$ cat src/common/smblm_pkg.sv
// package of constants for the static memory byte-lane multiplexer
package smblm_pkg;
    localparam int unsigned NUM_CS = 4;
    localparam int unsigned ADDR_W = 24;
    localparam int unsigned DATA_W = 16;
    localparam int unsigned SYS_ADDR_W = 32;
    // per_cs_mode_config field positions
    localparam int unsigned MODE_W = 2;
    localparam int unsigned MODE_BUS_WIDTH_BIT = 0;
    localparam int unsigned MODE_BYTE_ACCESS_BIT = 1;
    // bus_width_select encodings
    localparam logic BW_8 = 1'b0;
    localparam logic BW_16 = 1'b1;
    // byte_access_type encodings
    localparam logic BAT_SELECT = 1'b0;
    localparam logic BAT_WRITE = 1'b1;
    // flash latch enables ride on these address lines
    localparam int unsigned CLE_BIT = 22;
    localparam int unsigned ALE_BIT = 21;
    // access sizes
    localparam logic [1:0] SIZE_BYTE = 2'h0;
    localparam logic [1:0] SIZE_HALF = 2'h1;
    // reset values
    localparam logic [ADDR_W-1:0] ADDR_RST = 24'h000000;
    localparam logic [DATA_W-1:0] DATA_RST = 16'h0000;
endpackage

$ cat src/smblm_top.sv
// byte-lane and pin multiplexing layer of a static memory controller external bus
//
// Overview of operation
// - drive a 24-line address bus, 16 Mbytes window per chip select.
// - smaller memories ignore upper bits, so contents alias through the window.
// - each chip select picks 8-bit or 16-bit data bus by its width bit.
// - 16-bit chip selects write in byte-write or byte-select style per access-type bit.
// - byte-write style: one shared read strobe, lower and upper byte write strobes.
// - booting from a byte-write style chip select is not supported.
// - byte-select style: one read strobe, one write strobe, two byte-select lines.
// - 16-bit: address bit 0 unused; unused strobe or select stays inactive.
// - three shared pins carry select/A0, write strobe, upper select/write.
// - address lines 22 and 21 double as flash command and address latch.
// - four independent chip selects, each with own width and access type.
// - chip selects, read, write strobes and byte selects are active low.
`timescale 1ns/1ns
module smblm_top #(
    parameter int unsigned NUM_CS = smblm_pkg::NUM_CS,
    parameter logic [smblm_pkg::MODE_W-1:0] BOOT_MODE = 2'h0
) (
    input wire logic core_clk,
    input wire logic rst_n,
    input wire logic clk_en,
    // per chip select mode: bit 0 bus_width_select, bit 1 byte_access_type
    input wire logic [NUM_CS*smblm_pkg::MODE_W-1:0] per_cs_mode_config,
    input wire logic boot_active,
    // one access per cycle: strobe phase driven by the waveform engine
    input wire logic acc_valid,
    input wire logic [$clog2(NUM_CS)-1:0] acc_cs,
    input wire logic [smblm_pkg::SYS_ADDR_W-1:0] acc_addr,
    input wire logic [1:0] acc_size,
    input wire logic acc_write,
    input wire logic acc_rd_pulse,
    input wire logic acc_wr_pulse,
    input wire logic [smblm_pkg::DATA_W-1:0] acc_wdata,
    input wire logic flash_cmd_phase,
    input wire logic flash_addr_phase,
    input wire logic [smblm_pkg::DATA_W-1:0] data_in,
    output logic [smblm_pkg::DATA_W-1:0] rdata,
    output logic [smblm_pkg::DATA_W-1:0] data_out,
    output logic data_oe,
    output logic [smblm_pkg::ADDR_W-1:0] addr_pins,
    output logic [NUM_CS-1:0] chip_select_lines_n,
    output logic read_strobe_n,
    output logic sel0_or_a0,
    output logic write_strobe_n,
    output logic upper_sel_or_wr_n,
    output logic flash_command_latch,
    output logic flash_address_latch,
    output logic boot_cfg_error
);

    // ------------------------------------------------------------
    // mode decode
    // ------------------------------------------------------------
    function automatic logic is_wide(input logic [smblm_pkg::MODE_W-1:0] m);
        return m[smblm_pkg::MODE_BUS_WIDTH_BIT] == smblm_pkg::BW_16;
    endfunction

    function automatic logic is_bytewrite(input logic [smblm_pkg::MODE_W-1:0] m);
        return is_wide(m) && (m[smblm_pkg::MODE_BYTE_ACCESS_BIT] == smblm_pkg::BAT_WRITE);
    endfunction

    logic [smblm_pkg::MODE_W-1:0] cs_mode [NUM_CS];
    genvar gi;
    generate
        for (gi = 0; gi < NUM_CS; gi++) begin : g_mode
            assign cs_mode[gi] = per_cs_mode_config[gi*smblm_pkg::MODE_W +: smblm_pkg::MODE_W];
        end
    endgenerate

    // decoded once per chip select so the access path only picks a flag
    logic [NUM_CS-1:0] cs_wide;
    logic [NUM_CS-1:0] cs_bytewrite;
    generate
        for (gi = 0; gi < NUM_CS; gi++) begin : g_decode
            assign cs_wide[gi] = is_wide(cs_mode[gi]);
            assign cs_bytewrite[gi] = is_bytewrite(cs_mode[gi]);
        end
    endgenerate

    // boot fetches run as an 8-bit chip select, whatever the mode inputs say
    logic wide;
    logic bytewrite;
    logic boot_bad;
    assign boot_bad = boot_active && is_bytewrite(BOOT_MODE);
    assign wide = !boot_active && cs_wide[acc_cs];
    assign bytewrite = !boot_active && cs_bytewrite[acc_cs];

    // ------------------------------------------------------------
    // byte lanes
    // ------------------------------------------------------------
    logic lane_lo;
    logic lane_hi;
    always_comb begin
        if (!wide) begin
            lane_lo = 1'b1;
            lane_hi = 1'b0;
        end else if (acc_size == smblm_pkg::SIZE_BYTE) begin
            lane_lo = ~acc_addr[0];
            lane_hi = acc_addr[0];
        end else begin
            lane_lo = 1'b1;
            lane_hi = 1'b1;
        end
    end

    // ------------------------------------------------------------
    // write data lanes
    // ------------------------------------------------------------
    // an upper-lane byte is copied to both lanes, so either byte strobe finds it
    logic [smblm_pkg::DATA_W-1:0] wdata_lane;
    always_comb begin
        if (wide && acc_size == smblm_pkg::SIZE_BYTE && acc_addr[0]) begin
            wdata_lane = {acc_wdata[7:0], acc_wdata[7:0]};
        end else begin
            wdata_lane = acc_wdata;
        end
    end

    // ------------------------------------------------------------
    // pin values before the output flops
    // ------------------------------------------------------------
    logic [smblm_pkg::ADDR_W-1:0] addr_d;
    logic [NUM_CS-1:0] cs_d;
    logic rd_d;
    logic p0_d;
    logic p1_d;
    logic p2_d;
    always_comb begin
        // upper system bits beyond 24 dropped: each window is 16 Mbytes and small parts alias
        addr_d = acc_addr[smblm_pkg::ADDR_W-1:0];
        if (flash_cmd_phase) begin
            addr_d[smblm_pkg::CLE_BIT] = 1'b1;
        end
        if (flash_addr_phase) begin
            addr_d[smblm_pkg::ALE_BIT] = 1'b1;
        end
        cs_d = '1;
        rd_d = 1'b1;
        p0_d = 1'b1;
        p1_d = 1'b1;
        p2_d = 1'b1;
        if (acc_valid && !boot_bad) begin
            cs_d[acc_cs] = 1'b0;
            rd_d = ~(acc_rd_pulse && !acc_write);
            if (!wide) begin
                p0_d = acc_addr[0];
                p1_d = ~(acc_wr_pulse && acc_write);
                p2_d = 1'b1;
            end else if (bytewrite) begin
                p0_d = 1'b1;
                p1_d = ~(acc_wr_pulse && acc_write && lane_lo);
                p2_d = ~(acc_wr_pulse && acc_write && lane_hi);
            end else begin
                // selects follow address timing, so they qualify reads too
                p0_d = ~lane_lo;
                p1_d = ~(acc_wr_pulse && acc_write);
                p2_d = ~lane_hi;
            end
        end else if (wide) begin
            // an idle 16-bit chip select must not leave its lower byte select active
            p0_d = 1'b1;
        end else begin
            p0_d = acc_addr[0];
        end
        if (wide) begin
            addr_d[0] = 1'b0;
        end
    end

    // ------------------------------------------------------------
    // output flops, one block per pin group
    // ------------------------------------------------------------
    always_ff @(posedge core_clk) begin
        if (!rst_n) begin
            addr_pins <= smblm_pkg::ADDR_RST;
        end else if (clk_en) begin
            addr_pins <= addr_d;
        end
    end

    always_ff @(posedge core_clk) begin
        if (!rst_n) begin
            chip_select_lines_n <= '1;
        end else if (clk_en) begin
            chip_select_lines_n <= cs_d;
        end
    end

    always_ff @(posedge core_clk) begin
        if (!rst_n) begin
            read_strobe_n <= 1'b1;
        end else if (clk_en) begin
            read_strobe_n <= rd_d;
        end
    end

    always_ff @(posedge core_clk) begin
        if (!rst_n) begin
            sel0_or_a0 <= 1'b1;
            write_strobe_n <= 1'b1;
            upper_sel_or_wr_n <= 1'b1;
        end else if (clk_en) begin
            sel0_or_a0 <= p0_d;
            write_strobe_n <= p1_d;
            upper_sel_or_wr_n <= p2_d;
        end
    end

    // ------------------------------------------------------------
    // flash latch enables
    // ------------------------------------------------------------
    // copies of the two address lines, so a flash part can be watched without decoding
    always_ff @(posedge core_clk) begin
        if (!rst_n) begin
            flash_command_latch <= 1'b0;
            flash_address_latch <= 1'b0;
        end else if (clk_en) begin
            flash_command_latch <= addr_d[smblm_pkg::CLE_BIT];
            flash_address_latch <= addr_d[smblm_pkg::ALE_BIT];
        end
    end

    // ------------------------------------------------------------
    // boot configuration check
    // ------------------------------------------------------------
    // a byte-write boot chip select cannot fetch code, so it is flagged and kept quiet
    always_ff @(posedge core_clk) begin
        if (!rst_n) begin
            boot_cfg_error <= 1'b0;
        end else if (clk_en) begin
            boot_cfg_error <= boot_bad;
        end
    end

    // ------------------------------------------------------------
    // data bus
    // ------------------------------------------------------------
    always_ff @(posedge core_clk) begin
        if (!rst_n) begin
            data_out <= smblm_pkg::DATA_RST;
        end else if (clk_en) begin
            data_out <= wdata_lane;
        end
    end

    always_ff @(posedge core_clk) begin
        if (!rst_n) begin
            data_oe <= 1'b0;
        end else if (clk_en) begin
            data_oe <= acc_valid && acc_write && !boot_bad;
        end
    end

    // ------------------------------------------------------------
    // read capture
    // ------------------------------------------------------------
    // the read strobe reaches the pins one cycle after the request, so the bus
    // is sampled at the following edge while the strobe is still low
    logic rd_cap_q;
    logic rd_narrow_q;
    logic rd_upper_q;
    always_ff @(posedge core_clk) begin
        if (!rst_n) begin
            rd_cap_q <= 1'b0;
            rd_narrow_q <= 1'b0;
            rd_upper_q <= 1'b0;
        end else if (clk_en) begin
            rd_cap_q <= acc_valid && !acc_write && acc_rd_pulse && !boot_bad;
            rd_narrow_q <= !wide;
            rd_upper_q <= wide && acc_size == smblm_pkg::SIZE_BYTE && acc_addr[0];
        end
    end

    // 8-bit parts return on the low lane; byte reads from the upper lane shift down
    always_ff @(posedge core_clk) begin
        if (!rst_n) begin
            rdata <= smblm_pkg::DATA_RST;
        end else if (clk_en && rd_cap_q) begin
            if (rd_narrow_q) begin
                rdata <= {8'h00, data_in[7:0]};
            end else if (rd_upper_q) begin
                rdata <= {8'h00, data_in[15:8]};
            end else begin
                rdata <= data_in;
            end
        end
    end

endmodule // smblm_top

$ cat config.mk
export PLATFORM = sky130hd
export DESIGN_NAME = smblm_top
export DESIGN_NICKNAME = d
export VERILOG_FILES = /design/src/common/smblm_pkg.sv /design/src/smblm_top.sv
export SDC_FILE = /design/constraint.sdc
export NUM_CORES = 1
export LEC_CHECK = 0
export ABC_AREA = 1
export BUFFER_PORTS_ARGS = -buffer_cell sky130_fd_sc_hd__buf_4
export CORE_UTILIZATION = 39
export CTS_BUF_LIST = sky130_fd_sc_hd__clkbuf_16
export DETAILED_ROUTE_END_ITERATION = 16
export HOLD_SLACK_MARGIN = 0.08
export PLACE_DENSITY = 0.7
export SYNTH_ARGS = -nofsm -noshare
export SYNTH_HDL_FRONTEND = slang
export SYNTH_SLANG_ARGS = --single-unit
$ cat constraint.sdc
create_clock -name core_clk -period 2.9 [get_ports core_clk]
set_clock_uncertainty 0.2 [all_clocks]
set_input_delay 0.145 -clock core_clk [delete_from_list [all_inputs] [get_ports core_clk]]
set_output_delay 0.145 -clock core_clk [all_outputs]
set_load 0.1 [all_outputs]
==> results by group <==
Status
  – Status: finished, final reports clean

Die
  – Total die area: between 0.007 and 0.008 sq mm
  – Ports: between 150 and 200
  – Die Span X: between 80 and 90 um
  – Row count: 30
  – DIE HEIGHT: around 90 um
  – Starting Density: between 40% and 50%
  – Floorplan Core Area: about 0.007 sq mm

Clocking
  – Worst skew pair latency: around 0.32 ns
  – Number of clock sinks seen by CTS: 68
  – CTS tree: yes
  – Cell at the root of the clock tree: sky130_fd_sc_hd__clkbuf_16
  – Number of buffers between clock root and the deepest sink: 2
  – Clock-pin slew reported for the worst setup and hold paths after clock tree synthesis: 0.06 ns
  – Number of buffers added by the clock tree synthesis step: 9
  – Maximum level of the CTS H-tree: 3
  – Setup bufs post-CTS: 0

Place
  – RD Place Congestion: about 0.86
  – Dpl hpwl: around 5600 um
  – Count of buffers inserted at the top-level ports: about 140

STA
  – Max_slew headroom: approximately 46%
  – Actual transition at the worst max-transition pin: 0.802 ns
  – Min Tclk post-route: around 2.4 ns
  – Number of endpoints failing setup at the final stage: 0
  – RSZ-0062 raised after global routing: no
  – Final Max Slew Viols: 0
  – Period Utilization, post-route: around 83%
  – Final Hold Vio Count: 0
  – Maximum clock rate: 0.417 GHz
  – Sum of negative setup slack: 0 ns

Global route
  – Pin count of the biggest net entering global routing: 46
  – First-pass GRT wire length: 15800 um
  – Busiest layer in global routing: met2
  – Met3 track utilization from global routing: between 8 and 9%
  – Met2 global-route usage: around 48%
  – Aggregate global-route resource usage: approximately a quarter
  – Via count of the first global-routing pass: approximately 3500
  – GR Util met1: 29.2%
  – Initial antenna violation count: 0
  – Sum of overflow across all layers after global routing: 0

Detailed routing
  – Detailed Route Iter0 Violations: about 180
  – Antenna Violating Nets Remaining: 0
  – Post-detailed-route wirelength per cell: 14.0 um
  – DRC violation count after routing: 0
  – Length of the first detailed-routing pass in iterations: 4
  – Number of vias per cell after detailed routing: just under 5
  – Total wire length: 9880 um
  – Via count of the routed design: approximately 3400

Synth
  – Number of flip-flops and latches in the synthesized netlist: 68
  – Cell area after synthesis: between 0.002 and 0.003 sq mm
  – Number of instances in the synthesized netlist: ~390
  – Number of synthesis warnings: 0
  – Syn Area/Cell: ~7.5 sq um
  – Fraction of the yosys area taken by sequential cells: between 40% and 50%
  – Number of distinct standard cells referenced by the synthesized netlist: 31
  – Mapped Nets: 471

Setup path
  – Element type at the critical path end: register
  – Class of the most critical setup path: input port to register
  – Crit Path Max Fanout: 25
  – Startpoint kind of the worst setup timing path: input port
  – Worst Path Required: between 2 and 3 ns
  – CP arrival: approximately 2.4 ns

Power
  – Power after layout: 2.77 mW
  – Relative contribution of the clock network to total power: 35.3%
  – Power per unit of standard cell area: approximately 540 mW/mm^2
  – Fraction of power spent switching nets: 35.0%
  – Switching power summed over all nets: ~970 uW
  – Internal cell power: between 1.5 and 2 mW
  – Proportion of power drawn by combinational gates: 28.3%
  – Maximum VDD drop: 0.000358 V
  – Seq pwr share: roughly 36%
  – Static leakage: about 2.4 nW

Finish
  – FILL cells: 519
  – Antenna diode count: 0
  – Share of cells above drive strength 1: between 20% and 30%
  – NumNets Final: 689
  – Area growth from synthesis to final layout: 76.9%

Worst hold path
  – Type of the worst min-delay path: input port to register

Flow run
  – # Max-Cap Violations: 0
-- cells by family after synthesis --
| group | Yosys count | synth area share [%] |
|---|---|---|
| buf+inv | 45 | 7.38 |
| compound gates | 73 | 13.8 |
| other cells | 1 | 0.130 |
| flops | 68 | 47.2 |
| simple gates | 198 | 31.5 |
-- power by group through the flow --
| stage | logic [mW] | clock network, mW | registers (mW) |
|---|---|---|---|
| finish | 0.784 | 0.978 | 1.01 |
| global route | 0.824 | 1.04 | 1.01 |
| CTS | 0.775 | 1.00 | 1.01 |
| detailed placement | 0.687 | 0 | 1.03 |
| global placement | 0.683 | 0 | 1.03 |
| floorplan | 0.167 | 0 | 1.36 |
-- sequential cells by signal (all words and copies together), names as in the netlist --
name and cells:
rdata 16, rd_narrow_q 1, data_oe 1, data_out 16, chip_select_lines_n 4, rd_cap_q 1
addr_pins 24, write_strobe_n 1, read_strobe_n 1, sel0_or_a0 1, upper_sel_or_wr_n 1, rd_upper_q 1
-- stage by stage --
| stage | utilization (%) | hold WS [ns] | cells | worst slack, ns | area [sq um] |
|---|---|---|---|---|---|
| global route | 73.1 | 0.129 | 704 | 0.443 | 5100 |
| global placement | 56.6 | 0.159 | 601 | 1.12 | 3960 |
| CTS | 73.1 | 0.0808 | 705 | 0.134 | 5100 |
| detailed placement | 56.6 | 0.172 | 601 | 1.12 | 3960 |
| floorplan | - | 0.0696 | 385 | 1.19 | 2880 |
| finish | 73.1 | 0.0807 | 704 | 0.505 | 5100 |
-- layout make-up --
cell class	count	area [sq um]	area share [%]
sequential	68	1360	26.7
timing repair buffer	232	1960	38.4
inverter	20	75.1	1.47
clock inverter	7	43.8	0.858
multi-input combinational	272	1320	25.8
clock buffer	9	225	4.42
tap	96	120	2.35
-- layout by cell type, fill, tap and decap left out, drive strengths merged, types with 8 or more instances in the layout --
| cell type | netlist | layout |
|---|---|---|
| a21oi | 17 | 17 |
| a31oi | 8 | 8 |
| buf | 17 | 145 |
| clkbuf | 8 | 9 |
| dfxtp | 68 | 68 |
| dlygate4sd3 | 0 | 87 |
| inv | 20 | 20 |
| nand2 | 74 | 74 |
| nand3 | 29 | 29 |
| nand4 | 8 | 8 |
| nor2 | 83 | 83 |
| o21ai | 44 | 44 |
-- worst paths after layout --
check              startpoint                     end  slack, ns  cells past startpoint
hold / removal    acc_size[0]       upper_sel_or_wr_n       0.08                      6
setup / recovery       clk_en  chip_select_lines_n[2]       0.50                      7
setup reg to reg     rd_cap_q                rdata[2]       0.94                      5
hold reg to reg      rdata[8]                rdata[8]       0.26                      2
-- repair_timing --
item,4_1_cts,5_1_grt
setup endpoints to repair,0,1
gates resized for setup,0,1
hold buffers,88,0
endpoints found under the hold margin,68,0
-- worst max-delay path, stage by stage --
cell and delay (ns):
sky130_fd_sc_hd__dlygate4sd3_1 0.53, sky130_fd_sc_hd__buf_4 0.27, sky130_fd_sc_hd__nand2_1 0.17, sky130_fd_sc_hd__o22ai_2 0.11
sky130_fd_sc_hd__dlygate4sd3_1 0.57, sky130_fd_sc_hd__nand2_1 0.05, sky130_fd_sc_hd__dlygate4sd3_1 0.57
-- cells in the mapped netlist (all sizes together) --
library cell | count | share of area (%)
a21oi | 17 | 3.2
a31oi | 8 | 1.7
buf | 17 | 3.7
clkbuf | 8 | 1.1
conb | 1 | 0.13
dfxtp | 68 | 47
inv | 20 | 2.6
nand2 | 74 | 12
nand3 | 29 | 5.6
nand3b | 1 | 0.26
nand4 | 8 | 1.7
nor2 | 83 | 11
nor3 | 3 | 0.91
o21ai | 44 | 7.6
o21bai | 1 | 0.39
o22ai | 1 | 0.22
o31ai | 1 | 0.26
o32ai | 1 | 0.30
-- per-layer routing --
metal / routed length [um] / vias up
li1: - / 1692
met1: 4060 / 1565
met2: 5010 / 138
met3: 688 / 14
met4: 123 / 0
met5: 0 / -
Power figures use the tool's default switching activity.
